<file path="config.mk">
export PLATFORM = sky130hd
export DESIGN_NAME = scu_top
export DESIGN_NICKNAME = d
export VERILOG_FILES = /design/src/scu_pkg.sv /design/src/scu_top.sv
export SDC_FILE = /design/constraint.sdc
export NUM_CORES = 1
export LEC_CHECK = 0
export ABC_AREA = 1
export BUFFER_PORTS_ARGS = -buffer_cell sky130_fd_sc_hd__buf_4
export CORE_ASPECT_RATIO = 1.5
export CORE_MARGIN = 2
export CORE_UTILIZATION = 30
export CTS_BUF_LIST = sky130_fd_sc_hd__clkbuf_8
export DETAILED_ROUTE_END_ITERATION = 12
export HOLD_SLACK_MARGIN = 0.05
export PLACE_DENSITY = 0.45
export SETUP_SLACK_MARGIN = 0.3
export SYNTH_ARGS = -nofsm -noshare
export SYNTH_HDL_FRONTEND = slang
export SYNTH_SLANG_ARGS = --single-unit
</file>
<file path="constraint.sdc">
create_clock -name i_clock -period 12.2 [get_ports i_clock]
set_input_delay 2.44 -clock i_clock [delete_from_list [all_inputs] [get_ports i_clock]]
set_output_delay 2.44 -clock i_clock [all_outputs]
set_load 0.05 [all_outputs]
</file>
<file path="src/scu_pkg.sv">
// system control unit: register map, field layout, reset values, timing, state types
// assumes a 250 MHz system clock and an apb slave with 32-bit data
package scu_pkg;
  localparam int unsigned SCU_CLK_NS = 4;
  localparam int unsigned SCU_RST_NS = 1000;
  localparam logic [7:0]  SCU_RST_CYC = 8'((SCU_RST_NS + SCU_CLK_NS - 1) / SCU_CLK_NS);
  localparam int unsigned SCU_NPER   = 32;
  localparam int unsigned SCU_NINT   = 7;
  localparam int unsigned SCU_NCAUSE = 6;
  localparam int unsigned SCU_NPIN   = 9;
  // byte offsets
  localparam logic [11:0] SCU_CLKCFG  = 12'h000;
  localparam logic [11:0] SCU_INTMASK = 12'h004;
  localparam logic [11:0] SCU_INTSTAT = 12'h008;
  localparam logic [11:0] SCU_INTCLR  = 12'h00C;
  localparam logic [11:0] SCU_RSTCAUS = 12'h010;
  localparam logic [11:0] SCU_SWRST   = 12'h014;
  localparam logic [11:0] SCU_SLEEP   = 12'h018;
  localparam logic [11:0] SCU_RUNEN   = 12'h01C;
  localparam logic [11:0] SCU_SLPEN   = 12'h020;
  localparam logic [11:0] SCU_DSLPEN  = 12'h024;
  localparam logic [11:0] SCU_PRST    = 12'h028;
  localparam logic [11:0] SCU_ALTEN   = 12'h02C;
  localparam logic [11:0] SCU_INFOMEM = 12'h030;
  localparam logic [11:0] SCU_INFOPER = 12'h034;
  localparam logic [11:0] SCU_INFOPIN = 12'h038;
  // clock source codes
  localparam logic [2:0]  SCU_SRC_EXT   = 3'h0;
  localparam logic [2:0]  SCU_SRC_MOSC  = 3'h1;
  localparam logic [2:0]  SCU_SRC_IOSC  = 3'h2;
  localparam logic [2:0]  SCU_SRC_PREC  = 3'h3;
  localparam logic [2:0]  SCU_SRC_PLL   = 3'h4;
  // clkcfg fields
  localparam int unsigned SCU_CF_SRC    = 0;
  localparam int unsigned SCU_CF_REF    = 3;
  localparam int unsigned SCU_CF_FDIOSC = 6;
  localparam int unsigned SCU_CF_MSKSEL = 7;
  localparam logic [7:0]  SCU_CLKCFG_RST = 8'h01;
  // sleep register bits, reset cause bits
  localparam int unsigned SCU_SL_SLEEP = 0;
  localparam int unsigned SCU_SL_DEEP  = 1;
  localparam int unsigned SCU_RC_SW    = 3;
  localparam logic [SCU_NPER-1:0] SCU_RUNEN_RST = 32'h0000_0000;

  typedef enum logic [1:0] {SCU_RUN, SCU_SLEEPING, SCU_DEEPSLEEP} scu_mode_t;

  typedef struct packed {
    logic [SCU_NPIN-1:0]   sync1;
    logic [SCU_NPIN-1:0]   sync2;
    logic [SCU_NPIN-1:0]   prev;
    scu_mode_t             mode;
    logic [7:0]            clk_cfg;
    logic [SCU_NINT-1:0]   int_raw;
    logic [SCU_NINT-1:0]   int_mask;
    logic [SCU_NCAUSE-1:0] rst_cause;
    logic [SCU_NPER-1:0]   run_en;
    logic [SCU_NPER-1:0]   slp_en;
    logic [SCU_NPER-1:0]   dslp_en;
    logic [SCU_NPER-1:0]   prst;
    logic [SCU_NPER-1:0]   alt_en;
    logic [7:0]            rst_cnt;
    logic                  ack;
    logic [31:0]           rdata;
  } scu_state_t;
endpackage : scu_pkg

</file>
<file path="src/scu_top.sv">
// system control unit: modes, clock select, peripheral gating, resets, system interrupt
// assumes event pins arrive asynchronously; i_wake_irq comes from the interrupt
// controller on i_clock; i_sys_rst is power-on only, so reset causes survive o_dev_rst
`timescale 1ns/10ps
module scu_top
  import scu_pkg::*;
#(
  parameter logic [31:0] MEM_INFO  = 32'h0000_0000,
  parameter logic [31:0] PER_INFO  = 32'h0000_0000,
  parameter logic [31:0] PIN_INFO  = 32'h0000_0000
)(
  input  wire logic                i_clock,
  input  wire logic                i_sys_rst,
  input  wire logic                psel,
  input  wire logic                penable,
  input  wire logic                pwrite,
  input  wire logic [11:0]         paddr,
  input  wire logic [31:0]         pwdata,
  output logic [31:0]              prdata,
  output logic                     pready,
  output logic                     pslverr,
  input  wire logic [SCU_NPIN-1:0] i_pin_events,
  input  wire logic                i_wake_irq,
  output logic                     o_cpu_clk_en,
  output logic                     o_pll_en,
  output logic [2:0]               o_sysclk_sel,
  output logic [1:0]               o_pll_ref_sel,
  output logic                     o_fail_ref_iosc,
  output logic [SCU_NPER-1:0]      o_periph_clk_en,
  output logic [SCU_NPER-1:0]      o_periph_alt_clk,
  output logic [SCU_NPER-1:0]      o_periph_rst,
  output logic                     o_dev_rst,
  output logic                     o_irq
);

  scu_state_t q;
  scu_state_t d;

  function automatic logic mapped(input logic [11:0] a);
    mapped = (a[1:0] == 2'h0) && (a <= SCU_INFOPIN);
  endfunction : mapped

  function automatic logic [31:0] w1c(input logic [31:0] v, input logic [31:0] m);
    w1c = v & ~m;
  endfunction : w1c

  logic                  acc;
  logic                  wr_go;
  logic                  rd_go;
  logic                  sw_go;
  logic [SCU_NPIN-1:0]   rise;
  logic [SCU_NINT-1:0]   int_shown;
  logic [SCU_NCAUSE-1:0] cause_ev;
  logic [31:0]           rd_mux;

  assign acc   = psel & penable;
  assign wr_go = acc & q.ack & pwrite;
  assign rd_go = acc & q.ack & ~pwrite;
  assign sw_go = wr_go & (paddr == SCU_SWRST) & pwdata[0];
  // only the second stage feeds logic
  assign rise  = q.sync2 & ~q.prev;
  // masked view selected by a control bit
  assign int_shown = q.clk_cfg[SCU_CF_MSKSEL] ? (q.int_raw & q.int_mask) : q.int_raw;
  // causes: vin low, ldo low, external, software, watchdog, main osc fail
  assign cause_ev = {q.sync2[3], q.sync2[8], sw_go, q.sync2[7], q.sync2[5], q.sync2[4]};

  always_comb
  begin
    rd_mux = 32'h0000_0000;
    case (paddr)
      SCU_CLKCFG:  rd_mux = {24'h00_0000, q.clk_cfg};
      SCU_INTMASK: rd_mux = {25'h000_0000, q.int_mask};
      SCU_INTSTAT: rd_mux = {25'h000_0000, int_shown};
      SCU_RSTCAUS: rd_mux = {26'h000_0000, q.rst_cause};
      SCU_SLEEP:   rd_mux = {30'h0000_0000, q.mode};
      SCU_RUNEN:   rd_mux = q.run_en;
      SCU_SLPEN:   rd_mux = q.slp_en;
      SCU_DSLPEN:  rd_mux = q.dslp_en;
      SCU_PRST:    rd_mux = q.prst;
      SCU_ALTEN:   rd_mux = q.alt_en;
      SCU_INFOMEM: rd_mux = MEM_INFO;
      SCU_INFOPER: rd_mux = PER_INFO;
      SCU_INFOPIN: rd_mux = PIN_INFO;
      default:     rd_mux = 32'h0000_0000;
    endcase
  end

  always_comb
  begin
    d       = q;
    d.sync1 = i_pin_events;
    d.sync2 = q.sync1;
    d.prev  = q.sync2;
    // one wait state so read data leaves a flip-flop
    d.ack   = acc & ~q.ack;
    if (acc && !q.ack)
    begin
      d.rdata = rd_mux;
    end
    if (wr_go)
    begin
      case (paddr)
        SCU_CLKCFG:  d.clk_cfg = pwdata[7:0];
        SCU_INTMASK: d.int_mask = pwdata[SCU_NINT-1:0];
        SCU_INTCLR:  d.int_raw = SCU_NINT'(w1c(32'(q.int_raw), pwdata));
        SCU_RSTCAUS: d.rst_cause = SCU_NCAUSE'(w1c(32'(q.rst_cause), pwdata));
        SCU_RUNEN:   d.run_en = pwdata;
        SCU_SLPEN:   d.slp_en = pwdata;
        SCU_DSLPEN:  d.dslp_en = pwdata;
        SCU_PRST:    d.prst = pwdata;
        SCU_ALTEN:   d.alt_en = pwdata;
        default:     d.rst_cnt = q.rst_cnt;
      endcase
    end
    // a read clears exactly the bits it returned
    if (rd_go && paddr == SCU_INTSTAT)
    begin
      d.int_raw = q.int_raw & ~q.rdata[SCU_NINT-1:0];
    end
    // sets land after clears so a same-cycle event is kept
    d.int_raw   = d.int_raw | rise[SCU_NINT-1:0];
    d.rst_cause = d.rst_cause | cause_ev;
    if (|cause_ev)
    begin
      d.rst_cnt = SCU_RST_CYC;
    end
    else if (q.rst_cnt != 8'h00)
    begin
      d.rst_cnt = q.rst_cnt - 8'h01;
    end
    case (q.mode)
      SCU_RUN:
      begin
        if (wr_go && paddr == SCU_SLEEP && pwdata[SCU_SL_DEEP])
        begin
          d.mode = SCU_DEEPSLEEP;
        end
        else if (wr_go && paddr == SCU_SLEEP && pwdata[SCU_SL_SLEEP])
        begin
          d.mode = SCU_SLEEPING;
        end
      end
      SCU_SLEEPING, SCU_DEEPSLEEP:
      begin
        if (i_wake_irq || o_irq)
        begin
          d.mode = SCU_RUN;
        end
      end
      default: d.mode = SCU_RUN;
    endcase
    // a device reset always lands the cpu back in run
    if (|cause_ev)
    begin
      d.mode = SCU_RUN;
    end
  end

  always_ff @(posedge i_clock or posedge i_sys_rst)
  begin
    if (i_sys_rst)
    begin
      q           <= '0;
      q.mode      <= SCU_RUN;
      q.clk_cfg   <= SCU_CLKCFG_RST;
      q.run_en    <= SCU_RUNEN_RST;
      q.rst_cnt   <= SCU_RST_CYC;
    end
    else
    begin
      q <= d;
    end
  end

  assign prdata  = q.rdata;
  assign pready  = q.ack;
  assign pslverr = q.ack & ~mapped(paddr);

  // cpu clock only in run; sleep leaves the source mux alone
  assign o_cpu_clk_en = (q.mode == SCU_RUN);
  // deep sleep falls back to the crystal, pll idle
  assign o_pll_en = (q.mode != SCU_DEEPSLEEP) && (q.clk_cfg[2:0] == SCU_SRC_PLL);
  assign o_sysclk_sel = (q.mode == SCU_DEEPSLEEP) ? SCU_SRC_MOSC : q.clk_cfg[2:0];
  assign o_pll_ref_sel = q.clk_cfg[SCU_CF_REF +: 2];
  assign o_fail_ref_iosc = q.clk_cfg[SCU_CF_FDIOSC];

  always_comb
  begin
    case (q.mode)
      SCU_SLEEPING:  o_periph_clk_en = q.slp_en;
      SCU_DEEPSLEEP: o_periph_clk_en = q.dslp_en;
      default:       o_periph_clk_en = q.run_en;
    endcase
  end

  // alt clock keeps baud-type timing steady across deep sleep
  assign o_periph_alt_clk = q.alt_en;
  assign o_periph_rst     = q.prst;
  assign o_dev_rst        = (q.rst_cnt != 8'h00);
  assign o_irq            = |(q.int_raw & q.int_mask);

  property p_sleep_cpu;
    @(posedge i_clock) disable iff (i_sys_rst)
    (q.mode == SCU_SLEEPING) |-> (!o_cpu_clk_en && o_sysclk_sel == q.clk_cfg[2:0]);
  endproperty
  a_sleep_cpu: assert property (p_sleep_cpu) else $error("sleep changed clocks");

  property p_deep_clk;
    @(posedge i_clock) disable iff (i_sys_rst)
    (q.mode == SCU_DEEPSLEEP) |-> (!o_pll_en && !o_cpu_clk_en && o_sysclk_sel == SCU_SRC_MOSC);
  endproperty
  a_deep_clk: assert property (p_deep_clk) else $error("deep sleep clocks wrong");

  property p_wake;
    @(posedge i_clock) disable iff (i_sys_rst)
    (q.mode != SCU_RUN && i_wake_irq) |=> (q.mode == SCU_RUN && o_cpu_clk_en);
  endproperty
  a_wake: assert property (p_wake) else $error("no wake on interrupt");

  property p_rst_event;
    @(posedge i_clock) disable iff (i_sys_rst)
    $rose(q.sync2[8]) |=> (o_dev_rst && q.rst_cause[4]) [*8];
  endproperty
  a_rst_event: assert property (p_rst_event) else $error("watchdog did not reset");

  property p_cause_keep;
    @(posedge i_clock) disable iff (i_sys_rst)
    (q.rst_cause[0] && !(wr_go && paddr == SCU_RSTCAUS && pwdata[0])) |=> q.rst_cause[0];
  endproperty
  a_cause_keep: assert property (p_cause_keep) else $error("reset cause lost");

  property p_sleep_set;
    @(posedge i_clock) disable iff (i_sys_rst)
    (q.mode == SCU_SLEEPING) |-> (o_periph_clk_en == q.slp_en);
  endproperty
  a_sleep_set: assert property (p_sleep_set) else $error("sleep enable set not applied");

  property p_int_raise;
    @(posedge i_clock) disable iff (i_sys_rst)
    ($rose(q.sync2[0]) && q.int_mask[0]) |=> (o_irq && q.int_raw[0]);
  endproperty
  a_int_raise: assert property (p_int_raise) else $error("pll lock irq missing");

  property p_int_gate;
    @(posedge i_clock) disable iff (i_sys_rst)
    (q.int_mask == '0) |-> !o_irq;
  endproperty
  a_int_gate: assert property (p_int_gate) else $error("masked source raised irq");

  property p_swrst;
    @(posedge i_clock) disable iff (i_sys_rst)
    sw_go |=> (o_dev_rst && q.rst_cause[SCU_RC_SW] && q.rst_cnt == SCU_RST_CYC);
  endproperty
  a_swrst: assert property (p_swrst) else $error("software reset ignored");

  property p_clr_named;
    @(posedge i_clock) disable iff (i_sys_rst)
    (wr_go && paddr == SCU_INTCLR && !pwdata[1] && q.int_raw[1]) |=> q.int_raw[1];
  endproperty
  a_clr_named: assert property (p_clr_named) else $error("unnamed flag cleared");

  property p_run_set;
    @(posedge i_clock) disable iff (i_sys_rst)
    (q.mode == SCU_RUN) |-> (o_cpu_clk_en && o_periph_clk_en == q.run_en);
  endproperty
  a_run_set: assert property (p_run_set) else $error("run enable set not applied");

  property p_deep_set;
    @(posedge i_clock) disable iff (i_sys_rst)
    (q.mode == SCU_DEEPSLEEP) |-> (o_periph_clk_en == q.dslp_en);
  endproperty
  a_deep_set: assert property (p_deep_set) else $error("deep enable set not applied");

  property p_sleep_entry;
    @(posedge i_clock) disable iff (i_sys_rst)
    (q.mode == SCU_RUN && wr_go && paddr == SCU_SLEEP && pwdata[SCU_SL_SLEEP]
      && !pwdata[SCU_SL_DEEP] && cause_ev == '0) |=> (q.mode == SCU_SLEEPING);
  endproperty
  a_sleep_entry: assert property (p_sleep_entry) else $error("sleep request ignored");

  // flags drop only on an apb clear or a status read
  property p_flag_hold;
    @(posedge i_clock) disable iff (i_sys_rst)
    (q.int_raw[0] && !wr_go && !rd_go) |=> q.int_raw[0];
  endproperty
  a_flag_hold: assert property (p_flag_hold) else $error("flag dropped uncleared");

endmodule : scu_top

</file>
==> summary.txt <==
Worst setup path
  – CP Capture Type: primary output
  – Critical Path Fanout Max: 14
  – Worst r2r src: q[230]
  – Critical path data required time: 9.76 ns
  – Worst R2R Path Depth: 10
  – Arr. time, crit path: between 3 and 4 ns
  – Reg2Reg Setup Slack: between 9 and 10 ns
  – Reg-to-Reg End: q[229]
  – Setup crit start kind: primary input
  – Setup Crit Path Kind: primary input to primary output

Synth
  – Syn Inst Count: 1620
  – Synth Flop Type: dfrtp_1
  – Multiplexer share of the synthesized area: 0
  – Post-synthesis net count: around 1700
  – Most common cell in the netlist: nand2_1
  – Count of flip-flops with a built-in enable after synthesis: 0
  – Syn avg cell area: ~7.8 µm²
  – Main combinational cell family by area after synthesis: simple AND/OR/NAND/NOR gates
  – Post-synthesis adder-cell area fraction: 0.00395
  – Synth unique cells: 36
  – YS warnings: 0
  – Compound-Gate Fraction of Synth Area: 0.116
  – Asr flop ratio synth: 1.00
  – FF+latch count, synth: approximately 260
  – Synth top area share: 0.491
  – Post-Synth Simple-Gate Area: 0.248
  – Post-synth top cells: nand2_1, dfrtp_1, o21ai_1
  – Synthesized area: 12700 µm²
  – Top post-synthesis cells by area: dfrtp_1, nand2_1, buf_4
  – Register area share after synthesis: 0.506
  – Post-Synth XOR/XNOR Area: 0
  – Area leader, netlist: dfrtp_1

GRT
  – Total congestion overflow: 0
  – Number of global-route vias before repair: ~11000
  – GR Util met2: 0.344
  – Global route hottest layer: met2
  – First-pass GRT wire length: between 60 and 70 mm
  – Largest net degree at the start of global routing: roughly 120
  – M1 GR Usage: 0.229
  – GRT Util Overall: 0.189
  – Met3 usage: 0.0303
  – Antenna violations before repair: 1

CTS
  – CTS buffer count: 45
  – Worst-path clk slew: 0.05 ns
  – Longest Clk Path Bufs: 3
  – Clock latency on the worst-skew pair: around 0.58 ns
  – Cts repair resizes: 0
  – CTS Hold Bufs: 0
  – CTS root buf: clkbuf_8
  – TritonCTS clock tree: built
  – Clk sinks: 256
  – Post-CTS Setup Inserts: 0
  – H-tree levels: 2

Floorplanning
  – IO Pins: between 150 and 200
  – Core area: 41900 µm²
  – Die height: around 260 µm
  – # rows: 92
  – Die width: about 170 µm
  – Initial Util: 0.303
  – Die area: ~44000 µm²

STA
  – Final Hold Vio Count: 0
  – Least-Margin Pin Slew: roughly 1.1 ns
  – Worst clock skew: roughly 0.018 ns
  – Min Tclk post-route: 6.32 ns
  – Slew margin rel.: 0.259
  – RSZ-0062 raised after global routing: no
  – FMAX: about 160 MHz
  – Max Slew Vio Count: 0
  – Final Cycle Share: 0.518
  – Fin Setup TNS: 0 ns
  – Final Setup Violations: 0

Layout
  – Layout Area Growth over Synthesis: 17.6%
  – Layout cells sized above 1: 0.189
  – Fin area: about 15000 µm²
  – Final nets: 1772

Drt
  – First-pass iteration count of the detailed router: 5
  – Post-DRT Antenna Nets: 0
  – Via count: approximately 11000
  – Avg WL per Cell: around 18 µm
  – Drt via density: ~4.6
  – Routed wire length: 41.2 mm
  – Iter 0 DRT Violations: between 500 and 600
  – Detailed-route DRC error count: 0

Pwr
  – P_leak: 7.47 nW
  – Pwr Total: 0.00177 W
  – Worst vdd ir: between 0.05 and 0.06 mV
  – PD cells: 119 nW/µm²

Flow run
  – MaxCap Viol Count: 0

Placement
  – DP HPWL: 26.9 mm
  – IO buf count: between 150 and 200
  – Cell Area, Placed: approximately 14000 µm²
  – RD Place Congestion: approximately 0.8

Min path
  – Hold Crit Start: d[246]
  – Worst min path class: register to register
  – Worst hold stages: 0
  – WHS Endpoint: d[237]

Outcome
  – Outcome: finished clean
final cells by class:
class                   instances  area [µm²]
fillers                      4577       27000
clock inverters                19         135
multi-input cells            1057        4700
inverters                     137         523
clock buffers                  61         840
well taps                     564         706
flip-flops and latches        256        6410
repair buffers                212        1590
diodes                          1        2.50
how the worst max path moves through the flow:
stage,start,end,slack [ns],cells past startpoint
after floorplan,i_sys_rst,cause_ev[0],2.73,1
after global placement,paddr[1],pslverr,5.87,8
after detailed placement,paddr[1],pslverr,5.84,8
after CTS,paddr[1],pslverr,5.85,8
after global routing,paddr[1],pslverr,5.73,8
final,paddr[1],pslverr,5.88,8
layout by cell type, fill, tap and decap left out, types with 4 or more instances in the layout:
master	netlist	routed
nand2_1	570	569
dfrtp_1	249	249
buf_4	104	212
o21ai_1	139	139
inv_1	119	128
nor2_1	92	92
o21ai_0	63	63
nand3_1	62	61
clkbuf_8	0	61
a21oi_1	57	57
inv_2	13	14
nand3b_1	14	14
a22oi_1	10	10
nand4_1	9	9
clkinv_2	1	7
dfstp_2	7	7
nor2_4	6	6
o22ai_1	6	6
nor2_2	5	5
nand2_2	3	4
nor3_1	4	4
state kept, by name (all words and copies together), names as in the netlist:
name / count
pready: 1
prdata: 32
cause_ev: 5
o_pll_ref_sel: 2
d: 13
o_fail_ref_iosc: 1
o_periph_alt_clk: 32
q: 138
o_periph_rst: 32
power by group:
group | leakage, nW | internal (W) | switching [W]
Sequential | 3.43 | 0.000854 | 0.00000234
Combinational | 3.50 | 0.0000165 | 0.0000444
Clock | 0.544 | 0.000486 | 0.000370
metrics by stage:
stage / hold WS (ns) / instances / setup slack, ns / utilization
6_report: 0.352 / 2307 / 5.88 / 0.356
5_1_grt: 0.357 / 2307 / 5.73 / 0.356
4_1_cts: 0.355 / 2306 / 5.85 / 0.356
3_5_place_dp: 0.335 / 2226 / 5.84 / 0.333
3_3_place_gp: 0.334 / 2226 / 5.87 / 0.333
2_1_floorplan: 0.331 / 1620 / 2.73 / -
critical path, stage by stage:
cell	delay, ns
buf_4	0.12
nor2_4	0.17
inv_2	0.07
nor2_2	0.53
inv_2	0.12
nand4_1	0.10
a41oi_1	0.11
buf_4	0.22
kinds of logic (layout without fill, tap and decap cells):
group / after synthesis / after routing
adder cells (fa/ha/maj): 4 / 4
AO/OA/AOI/OAI: 283 / 283
AND/OR/NAND/NOR: 770 / 770
buffers and inverters: 307 / 429
flip-flops: 256 / 256
other: 0 / 1
routing by layer:
metal | wire length, µm | up-vias | share of wire
li1 | - | 5230 | -
met3 | 1730 | 50 | 0.042
met5 | 0 | - | 0
met4 | 858 | 0 | 0.021
met2 | 21700 | 233 | 0.53
met1 | 16900 | 4988 | 0.41
Power figures use the tool's default switching activity.
